File: src/ldcrc_pkg.sv
package ldcrc_pkg;

   // ************************************************************
   // bus and register map
   // ************************************************************
   localparam int          APB_AW          = 12;
   localparam logic [11:0] REG_CTRL_OFS    = 12'h000;
   localparam logic [11:0] REG_CMD_OFS     = 12'h004;
   localparam logic [11:0] REG_STATUS_OFS  = 12'h008;
   localparam int          CTRL_XTAL_BIT   = 0;
   localparam int          CMD_CODE_LSB    = 0;
   localparam int          ST_SYS_EN_BIT   = 0;
   localparam int          ST_DISP_ON_BIT  = 1;
   localparam int          ST_CLK_EXT_BIT  = 2;
   localparam int          ST_CLK_RUN_BIT  = 3;
   localparam int          ST_PDOWN_BIT    = 4;
   localparam int          ST_BLINK_BIT    = 5;
   localparam int          ST_INIT_BIT     = 6;
   localparam int          ST_DIM_LSB      = 8;

   // ************************************************************
   // serial command mode and command codes
   // ************************************************************
   localparam logic [2:0]  MODE_ID_COMMAND = 3'h4;
   localparam int          CMD_BITS        = 9;
   localparam logic [7:0]  CMD_SYSTEM_DIS  = 8'h00;
   localparam logic [7:0]  CMD_SYSTEM_EN   = 8'h01;
   localparam logic [7:0]  CMD_DISPLAY_OFF = 8'h02;
   localparam logic [7:0]  CMD_DISPLAY_ON  = 8'h03;
   localparam logic [7:0]  CMD_BLINK_OFF   = 8'h08;
   localparam logic [7:0]  CMD_BLINK_ON    = 8'h09;
   localparam logic [7:0]  CMD_CLK_INT     = 8'h18;
   localparam logic [7:0]  CMD_CLK_EXT     = 8'h1C;
   localparam logic [3:0]  CMD_DIM_PREFIX  = 4'hA;

   // ************************************************************
   // reset values
   // ************************************************************
   localparam logic [3:0]  DIM_FULL        = 4'hF;

   // ************************************************************
   // timing
   // ************************************************************
   localparam int          PCLK_KHZ        = 250000;
   localparam int          INT_OSC_KHZ     = 256;
   localparam int          OSC_DIV         = PCLK_KHZ / INT_OSC_KHZ;
   localparam int          INIT_DELAY_US   = 1000;
   localparam int          INIT_CYCLES     = INIT_DELAY_US * (PCLK_KHZ / 1000);
   localparam int          FRAME_TICKS     = 2624;
   localparam int          NUM_COMMONS     = 8;
   localparam int          SLOT_TICKS      = FRAME_TICKS / NUM_COMMONS;
   localparam int          DIM_STEP_TICKS  = 20;

   typedef struct packed {
      logic       valid;
      logic [7:0] code;
   } ldcrc_cmd_s;

endpackage

File: src/ldcrc_cmd_rx.sv
`timescale 1ns/100ps
module ldcrc_cmd_rx
   import ldcrc_pkg::*;
(
   // clock and reset
   input  wire logic              pclk,
   input  wire logic              presetn,
   input  wire logic              ce,
   input  wire logic              enable,
   // serial pins
   input  wire logic              ser_cs_n,
   input  wire logic              ser_wr_n,
   input  wire logic              ser_data,
   // decoded command
   output ldcrc_pkg::ldcrc_cmd_s  cmd
);
   import ldcrc_pkg::*;

   logic [2:0] meta_q, sync_q;
   logic       wr_prev_q;
   logic [3:0] cnt_q;
   logic [7:0] shift_q;
   logic       id_ok_q;
   logic       wr_rise;

   always_ff @(posedge pclk or negedge presetn)
      if (!presetn)
      begin
         meta_q <= 3'h7;
         sync_q <= 3'h7;
      end
      else if (ce)
      begin
         meta_q <= {ser_cs_n, ser_wr_n, ser_data};
         sync_q <= meta_q;
      end

   assign wr_rise = sync_q[1] && !wr_prev_q;

   // data is clocked in on the rising edge of the write strobe
   always_ff @(posedge pclk or negedge presetn)
      if (!presetn)
      begin
         wr_prev_q <= 1'b1;
         cnt_q     <= 4'h0;
         shift_q   <= '0;
         id_ok_q   <= 1'b0;
         cmd       <= '0;
      end
      else if (ce)
      begin
         wr_prev_q <= sync_q[1];
         cmd.valid <= 1'b0;
         if (sync_q[2] || !enable)
         begin
            cnt_q   <= 4'h0;
            id_ok_q <= 1'b0;
         end
         else if (wr_rise)
         begin
            shift_q <= {shift_q[6:0], sync_q[0]};
            if (!id_ok_q && cnt_q == 4'h2)
            begin
               // a foreign mode id parks the counter until chip select rises,
               // so data-mode payload can never pass for a command
               id_ok_q <= ({shift_q[1:0], sync_q[0]} == MODE_ID_COMMAND);
               cnt_q   <= ({shift_q[1:0], sync_q[0]} == MODE_ID_COMMAND) ? 4'h0 : 4'hF;
            end
            else if (id_ok_q && cnt_q == 4'(CMD_BITS - 1))
            begin
               cmd.valid <= 1'b1;
               cmd.code  <= shift_q[7:0];
               cnt_q     <= 4'h0;
            end
            else if (cnt_q != 4'hF)
               cnt_q <= cnt_q + 4'h1;
         end
      end

endmodule

File: src/ldcrc_duty_gen.sv
`timescale 1ns/100ps
module ldcrc_duty_gen
   import ldcrc_pkg::*;
#(
   parameter int NCOM = NUM_COMMONS
)
(
   // clock and reset
   input  wire logic            pclk,
   input  wire logic            presetn,
   input  wire logic            ce,
   // control
   input  wire logic            run,
   input  wire logic            tick,
   input  wire logic [3:0]      dim,
   // scan
   output logic      [NCOM-1:0] com_sel,
   output logic                 com_on
);
   import ldcrc_pkg::*;

   logic [8:0] slot_q;

   // stopping clears the scan so a restart begins on common 0
   always_ff @(posedge pclk or negedge presetn)
      if (!presetn)
      begin
         slot_q  <= '0;
         com_sel <= '0;
         com_on  <= 1'b0;
      end
      else if (ce)
      begin
         if (!run)
         begin
            slot_q  <= '0;
            com_sel <= '0;
            com_on  <= 1'b0;
         end
         else if (tick)
         begin
            if (slot_q == 9'(SLOT_TICKS - 1) || com_sel == '0)
            begin
               slot_q  <= '0;
               com_sel <= (com_sel == '0) ? NCOM'(1) : {com_sel[NCOM-2:0], com_sel[NCOM-1]};
            end
            else
               slot_q <= slot_q + 9'h1;
            com_on <= (slot_q < 9'((int'(dim) + 1) * DIM_STEP_TICKS));
         end
      end

endmodule

File: src/ldcrc_top.sv
// Register access over APB and the placing of the registers are this design's own decisions.
`timescale 1ns/100ps
module ldcrc_top
   import ldcrc_pkg::*;
#(
   parameter int NROW        = 44,
   parameter int INIT_CYC    = INIT_CYCLES,
   parameter int OSC_DIV_CYC = OSC_DIV
)
(
   // clock and reset
   input  wire logic                    pclk,
   input  wire logic                    presetn,
   input  wire logic                    ce,
   // apb slave
   input  wire logic                    psel,
   input  wire logic                    penable,
   input  wire logic                    pwrite,
   input  wire logic [APB_AW-1:0]       paddr,
   input  wire logic [31:0]             pwdata,
   input  wire logic [3:0]              pstrb,
   output logic      [31:0]             prdata,
   output logic                         pready,
   output logic                         pslverr,
   // serial command pins
   input  wire logic                    ser_cs_n,
   input  wire logic                    ser_wr_n,
   input  wire logic                    ser_data,
   // external clock / crystal pin
   input  wire logic                    external_timebase_pin,
   // display ram row data for the active common
   input  wire logic [NROW-1:0]         row_data,
   // led drive
   output logic      [NROW-1:0]         row_out,
   output logic      [NUM_COMMONS-1:0]  common_lines_out,
   output logic      [NUM_COMMONS-1:0]  common_lines_oe,
   // state
   output logic                         osc_enable,
   output logic                         timebase_run,
   output logic                         power_down,
   output logic                         blink_enable,
   output logic      [3:0]              dim_level
);
   import ldcrc_pkg::*;

   // ************************************************************
   // types and helpers
   // ************************************************************
   typedef enum logic [0:0] {INIT_WAIT, INIT_DONE} ldcrc_init_e;

   function automatic logic is_cmd(input ldcrc_cmd_s c, input logic [7:0] code);
      is_cmd = c.valid && c.code == code;
   endfunction

   ldcrc_init_e init_q;
   logic [17:0] init_cnt_q;
   logic        sys_en_q;
   logic        disp_on_q;
   logic        clk_ext_q;
   logic        blink_q;
   logic [3:0]  dim_q;
   logic        xtal_q;
   logic [9:0]  osc_cnt_q;
   logic        osc_tick_q;
   logic        ext_meta_q;
   logic        ext_sync_q;
   logic        ext_prev_q;
   logic        ext_tick;
   logic        sys_tick;
   logic        clk_run;
   logic        lit;
   logic        duty_run;
   logic [NUM_COMMONS-1:0] com_sel;
   logic        com_on;
   ldcrc_cmd_s  ser_cmd;
   ldcrc_cmd_s  apb_cmd;
   ldcrc_cmd_s  cmd;
   logic        apb_acc;
   logic        apb_wr;
   logic        hit_ctrl;
   logic        hit_cmd;
   logic        hit_status;
   logic        cmd_stall;
   logic [31:0] status_w;

   // ************************************************************
   // power-up initialisation
   // ************************************************************
   // serial traffic is held off until the wait ends, so an early host write cannot
   // leave the command decoder in a half-shifted state
   always_ff @(posedge pclk or negedge presetn)
      if (!presetn)
      begin
         init_q     <= INIT_WAIT;
         init_cnt_q <= '0;
      end
      else if (ce)
      begin
         unique case (init_q)
            INIT_WAIT:
            begin
               if (init_cnt_q >= 18'(INIT_CYC - 1))
                  init_q <= INIT_DONE;
               else
                  init_cnt_q <= init_cnt_q + 18'h1;
            end
            INIT_DONE:
               init_cnt_q <= init_cnt_q;
         endcase
      end

   // ************************************************************
   // command sources
   // ************************************************************
   ldcrc_cmd_rx u_rx
   (
      .pclk     (pclk),
      .presetn  (presetn),
      .ce       (ce),
      .enable   (init_q == INIT_DONE),
      .ser_cs_n (ser_cs_n),
      .ser_wr_n (ser_wr_n),
      .ser_data (ser_data),
      .cmd      (ser_cmd)
   );

   assign apb_acc    = psel && penable;
   assign apb_wr     = apb_acc && pwrite;
   assign hit_ctrl   = paddr == REG_CTRL_OFS;
   assign hit_cmd    = paddr == REG_CMD_OFS;
   assign hit_status = paddr == REG_STATUS_OFS;

   // a software command waits while a serial one is being applied, and until
   // initialisation ends, so neither source is dropped when both arrive together
   assign cmd_stall   = apb_wr && hit_cmd && (ser_cmd.valid || init_q != INIT_DONE || !ce);
   assign pready      = !cmd_stall;
   assign apb_cmd.valid = apb_wr && hit_cmd && pready && pstrb[0];
   assign apb_cmd.code  = pwdata[CMD_CODE_LSB +: 8];
   assign cmd         = ser_cmd.valid ? ser_cmd : apb_cmd;

   // ************************************************************
   // mode state
   // ************************************************************
   always_ff @(posedge pclk or negedge presetn)
      if (!presetn)
         sys_en_q <= 1'b0;
      else if (ce)
      begin
         if (is_cmd(cmd, CMD_SYSTEM_EN))
            sys_en_q <= 1'b1;
         else if (is_cmd(cmd, CMD_SYSTEM_DIS) && !clk_ext_q && !xtal_q)
            sys_en_q <= 1'b0;
      end

   always_ff @(posedge pclk or negedge presetn)
      if (!presetn)
         disp_on_q <= 1'b0;
      else if (ce)
      begin
         if (is_cmd(cmd, CMD_DISPLAY_ON))
            disp_on_q <= 1'b1;
         else if (is_cmd(cmd, CMD_DISPLAY_OFF))
            disp_on_q <= 1'b0;
      end

   always_ff @(posedge pclk or negedge presetn)
      if (!presetn)
         clk_ext_q <= 1'b0;
      else if (ce)
      begin
         if (is_cmd(cmd, CMD_CLK_EXT))
            clk_ext_q <= 1'b1;
         else if (is_cmd(cmd, CMD_CLK_INT))
            clk_ext_q <= 1'b0;
      end

   always_ff @(posedge pclk or negedge presetn)
      if (!presetn)
         blink_q <= 1'b0;
      else if (ce)
      begin
         if (is_cmd(cmd, CMD_BLINK_ON))
            blink_q <= 1'b1;
         else if (is_cmd(cmd, CMD_BLINK_OFF))
            blink_q <= 1'b0;
      end

   always_ff @(posedge pclk or negedge presetn)
      if (!presetn)
         dim_q <= DIM_FULL;
      else if (ce && cmd.valid && cmd.code[7:4] == CMD_DIM_PREFIX)
         dim_q <= cmd.code[3:0];

   always_ff @(posedge pclk or negedge presetn)
      if (!presetn)
         xtal_q <= 1'b0;
      else if (ce && apb_wr && hit_ctrl && pstrb[0])
         xtal_q <= pwdata[CTRL_XTAL_BIT];

   // ************************************************************
   // system clock sources
   // ************************************************************
   // the internal oscillator only runs while the system is enabled
   assign clk_run = clk_ext_q || xtal_q || sys_en_q;

   always_ff @(posedge pclk or negedge presetn)
      if (!presetn)
      begin
         osc_cnt_q  <= '0;
         osc_tick_q <= 1'b0;
      end
      else if (ce)
      begin
         osc_tick_q <= 1'b0;
         if (!sys_en_q || clk_ext_q || xtal_q)
            osc_cnt_q <= '0;
         else if (osc_cnt_q == 10'(OSC_DIV_CYC - 1))
         begin
            osc_cnt_q  <= '0;
            osc_tick_q <= 1'b1;
         end
         else
            osc_cnt_q <= osc_cnt_q + 10'h1;
      end

   always_ff @(posedge pclk or negedge presetn)
      if (!presetn)
      begin
         ext_meta_q <= 1'b0;
         ext_sync_q <= 1'b0;
         ext_prev_q <= 1'b0;
      end
      else if (ce)
      begin
         ext_meta_q <= external_timebase_pin;
         ext_sync_q <= ext_meta_q;
         ext_prev_q <= ext_sync_q;
      end

   assign ext_tick = ext_sync_q && !ext_prev_q;
   assign sys_tick = (clk_ext_q || xtal_q) ? ext_tick : osc_tick_q;

   // ************************************************************
   // duty generator and drive
   // ************************************************************
   assign lit      = disp_on_q && clk_run;
   assign duty_run = lit;

   ldcrc_duty_gen #(
      .NCOM (NUM_COMMONS)
   ) u_duty
   (
      .pclk    (pclk),
      .presetn (presetn),
      .ce      (ce),
      .run     (duty_run),
      .tick    (sys_tick && clk_run),
      .dim     (dim_q),
      .com_sel (com_sel),
      .com_on  (com_on)
   );

   // commons are open drain: they sink when enabled and float otherwise
   always_ff @(posedge pclk or negedge presetn)
      if (!presetn)
      begin
         common_lines_oe  <= '0;
         common_lines_out <= '0;
         row_out          <= '0;
      end
      else if (ce)
      begin
         common_lines_oe  <= (lit && com_on) ? com_sel : '0;
         common_lines_out <= '0;
         row_out          <= (lit && com_on) ? row_data : '0;
      end

   always_ff @(posedge pclk or negedge presetn)
      if (!presetn)
      begin
         osc_enable   <= 1'b0;
         timebase_run <= 1'b0;
         power_down   <= 1'b1;
         blink_enable <= 1'b0;
         dim_level    <= DIM_FULL;
      end
      else if (ce)
      begin
         osc_enable   <= sys_en_q && !clk_ext_q && !xtal_q;
         timebase_run <= clk_run;
         // power-down needs the display off, the system disabled and neither the external clock nor the crystal selected
         power_down   <= !disp_on_q && !sys_en_q && !clk_ext_q && !xtal_q;
         blink_enable <= blink_q;
         dim_level    <= dim_q;
      end

   // ************************************************************
   // register read and response
   // ************************************************************
   always_comb
   begin
      status_w                 = '0;
      status_w[ST_SYS_EN_BIT]  = sys_en_q;
      status_w[ST_DISP_ON_BIT] = disp_on_q;
      status_w[ST_CLK_EXT_BIT] = clk_ext_q;
      status_w[ST_CLK_RUN_BIT] = clk_run;
      status_w[ST_PDOWN_BIT]   = power_down;
      status_w[ST_BLINK_BIT]   = blink_q;
      status_w[ST_INIT_BIT]    = init_q == INIT_WAIT;
      status_w[ST_DIM_LSB +: 4] = dim_q;
   end

   always_comb
   begin
      prdata  = '0;
      pslverr = 1'b0;
      if (apb_acc)
      begin
         if (hit_ctrl)
            prdata[CTRL_XTAL_BIT] = pwrite ? 1'b0 : xtal_q;
         else if (hit_status && !pwrite)
            prdata = status_w;
         else if (!(hit_cmd && pwrite))
            pslverr = 1'b1;
      end
   end

endmodule

File: config.mk
export PLATFORM = sky130hd
export DESIGN_NAME = ldcrc_top
export DESIGN_NICKNAME = d
export VERILOG_FILES = /design/src/ldcrc_pkg.sv /design/src/ldcrc_cmd_rx.sv /design/src/ldcrc_duty_gen.sv /design/src/ldcrc_top.sv
export SDC_FILE = /design/constraint.sdc
export NUM_CORES = 1
export LEC_CHECK = 0
export ABC_AREA = 1
export BUFFER_PORTS_ARGS = -buffer_cell sky130_fd_sc_hd__buf_2
export CORE_UTILIZATION = 53
export CTS_CLUSTER_DIAMETER = 50
export CTS_CLUSTER_SIZE = 24
export DETAILED_ROUTE_END_ITERATION = 12
export MAX_ROUTING_LAYER = met4
export PLACE_DENSITY = 0.8
export SKIP_LAST_GASP = 1
export SYNTH_ARGS = -nofsm -noshare
export SYNTH_HDL_FRONTEND = slang
export SYNTH_SLANG_ARGS = --single-unit
File: constraint.sdc
create_clock -name pclk -period 3.4 [get_ports pclk]
set_input_delay 0.68 -clock pclk [delete_from_list [all_inputs] [get_ports pclk]]
set_output_delay 0.68 -clock pclk [all_outputs]
set_load 0.02 [all_outputs]
==> impl_metrics.py <==
metrics = {
    "status": {
        "outcome": "finished, final reports clean",
    },
    "floorplan": {
        "initial_core_util_pct": 54.8,
        "dieHeight_um": 123,
        "dieArea_um2": 15000,
        "core-area_um2": 14000,
        "ioPinCount": 204,
        "die_w_um": 123,
        "std_cell_rows": 43,
    },
    "final_layout": {
        "stdcell_count": 1312,
        "nFillCells": 1193,
        "antenna_cells": 0,
        "area_delta_synth_final_pct": 18.2,
        "fin_nets": 1243,
        "seq_area_um2": 3750,
        "multi_input_area_um2": 3220,
        "drive_gt1_share_pct": 19.4,
        "final_util_pct": 64.8,
    },
    "critical_path": {
        "crit_required_ps": 3760,
        "worst_setup_path_end_kind": "register",
        "reg2reg_depth": 13,
        "r2r_start": "dim_q[0]",
        "r2r-end": "u_duty.com_on",
        "reg2reg_slack_ps": 600,
        "path_class": "reg2reg",
        "critPathMaxFanout": 5,
        "critical_path_arrival_ps": 3160,
        "cp-start-kind": "register",
    },
    "clocking": {
        "cts_max_path_buffers": 2,
        "cts-root-buf": "clkbuf_16",
        "cts_tree": "yes",
        "cts_resized": 0,
        "clkSinkCount": 149,
        "cts.clk_slew.worst_paths_ps": 60,
        "cts_setup_buffers": 0,
        "cts_made_buffers": 17,
        "h-tree-depth": 4,
        "ctsHoldBuffers": 0,
        "clk_latency_ps": 420,
    },
    "drt": {
        "dr.pass1.iters": 5,
        "ant_nets": 0,
        "wl_per_cell_um": 12.8,
        "drt-initial-drc-count": 421,
        "drt_wl_total_um": 16800,
        "viasPerCell": 5.04,
        "drc_errors": 0,
        "num_vias": 6606,
    },
    "yosys": {
        "synth.largest_area_cell": "dfrtp_1",
        "synth_edf_count": 0,
        "synthMuxAreaShare_pct": 0,
        "yosys.area_share.simple_pct": 23.9,
        "yosysUniqueCellTypes": 37,
        "synth.most_common_cell": "nand2_1",
        "netlist_top_cells_area": "dfrtp_1 43%, nand2_1 13%, inv_1 6.1%, dfstp_2 5.5%, o21ai_0 4.6%",
        "synth_adder_area_share_pct": 3.35,
        "synthesis.area_um2": 7700,
        "synth_area_per_cell_um2": 7.90,
        "synth_compound_area_share_pct": 10.2,
        "ys_async_sr_fraction_pct": 100,
        "syn-instance-count": 974,
        "synth_xor_area_share_pct": 3.07,
        "synth_top_family_by_area": "simple AND/OR/NAND/NOR gates",
        "yosysWarningCount": 0,
        "ys_ff_latch": 149,
        "yosys-top-cells-count": "266 x nand2_1, 133 x dfrtp_1, 126 x inv_1",
        "seq_area_frac_synth_pct": 48.7,
        "synth_top_area_share_pct": 43.2,
        "synth-main-ff-cell": "dfrtp_1",
    },
    "sta": {
        "slew_headroom_pct": 51.8,
        "fin_skew_ps": 7.40,
        "fmax_ghz": 0.357,
        "hold_viol_final": 0,
        "hold_ws_ps": 278,
        "setup_violations": 0,
        "timing.setup.tns_ps": 0,
        "fin_crit_sh_pct": 82.4,
        "slew_viol_final": 0,
        "worst_pin_slew_ps": 722,
        "fin_crit_ps": 2800,
        "grt_setup_unrepaired": "no",
    },
    "grt": {
        "grt_overflow": 0,
        "grt_pass1_vias": 6310,
        "grt_usage_pct": 25.0,
        "antenna_found_initial": 0,
        "grt_max_degree": 72,
        "grt_pass1_wl_um": 28600,
    },
    "placement": {
        "place_inst": 1282,
        "gp_congestion": 0.877,
        "hpwlAfterDp_um": 11900,
        "io_buffers": 147,
    },
    "power_and_ir_drop": {
        "switching_share_pct": 24.4,
        "vdd_drop_max_uv": 348,
        "p_per_area_nw_per_um2": 462,
        "p_leak_nw": 4.74,
        "seqPwrFrac_pct": 46.0,
        "combPwrFrac_pct": 9.1,
        "p_int_mw": 3.18,
        "clkPwrFrac_pct": 45.0,
        "p_switching_mw": 1.03,
    },
    "worst_hold_path": {
        "hold_class": "in2async",
    },
    "job": {
        "maxCapViolCount": 0,
    },
}
[layout by cell type, fill, tap and decap left out, types with 19 or more instances in the layout]
cell     Yosys  routed
conb_1       1      29
ha_1        19      19
nand3_1     60      60
nor2_1      67      67
buf_2        5     146
inv_1      126     126
o21ai_1     64      64
nand2_1    266     266
dfrtp_1    133     133
o21ai_0     71      71
[cell families (layout without fill, tap and decap cells)]
kind of cell | count (synthesis) | in the layout
AO/OA/AOI/OAI | 153 | 153
adder cells (fa/ha/maj) | 20 | 20
AND/OR/NAND/NOR | 436 | 436
XOR/XNOR | 27 | 27
flip-flops | 149 | 149
other | 1 | 29
buffers and inverters | 188 | 318
[through the flow]
step / cell area [µm²] / worst slack, ps / power [mW]
6_report: 9100 / 599 / 4.21
5_1_grt: 9100 / 384 / 4.38
4_1_cts: 9100 / 583 / 4.24
3_5_place_dp: 8510 / 593 / 2.35
3_3_place_gp: 8510 / 662 / 2.33
2_1_floorplan: 7800 / 887 / 2.22
[layer usage]
layer	GRT usage, %	routed length, µm
met1	31.6	7650
met2	40.0	8140
met3	5.48	804
met4	8.08	240
met5	-	0
[flip-flops by register name (all words and copies together) (netlist names), 8 cells and up]
register / cells
common_lines_oe: 8
osc_cnt_q: 10
u_duty.slot_q: 9
init_cnt_q: 18
u_rx.cmd: 9
u_rx.shift_q: 8
row_out: 44
u_duty.com_sel: 8
[worst max-delay path by stage]
stage                   from             to  cells after the start  slack, ps
finish              dim_q[0]  u_duty.com_on                     13        600
floorplan           dim_q[0]  u_duty.com_on                     12        890
detailed placement  dim_q[0]  u_duty.com_on                     13        590
global route        dim_q[0]  u_duty.com_on                     13        380
global placement    dim_q[0]  u_duty.com_on                     13        660
CTS                 dim_q[0]  u_duty.com_on                     13        580
[power groups by stage]
stage / Combinational [mW] / Clock [mW] / Sequential (mW)
global route: 0.442 / 2.00 / 1.95
detailed placement: 0.383 / 0 / 1.96
finish: 0.382 / 1.89 / 1.93
floorplan: 0.272 / 0 / 1.95
global placement: 0.368 / 0 / 1.96
CTS: 0.387 / 1.92 / 1.93
[area by class of cell]
class	count	area share, %
well taps	180	2.48
repair buffers	155	8.95
clock inverters	9	1.40
multi-input cells	665	35.4
inverters	133	5.49
flip-flops and latches	149	41.2
clock buffers	21	5.06
[critical path: stages, from the launching register on]
cell	delay (ps)
dfstp_2	570
ha_1	190
xor2_1	240
ha_1	300
ha_1	300
nand3_1	80
nand2_1	60
xor2_1	150
ha_1	290
a21oi_1	150
o21ai_0	100
a21oi_1	130
nand3_1	100
nand2_1	70
Power figures use the tool's default switching activity.
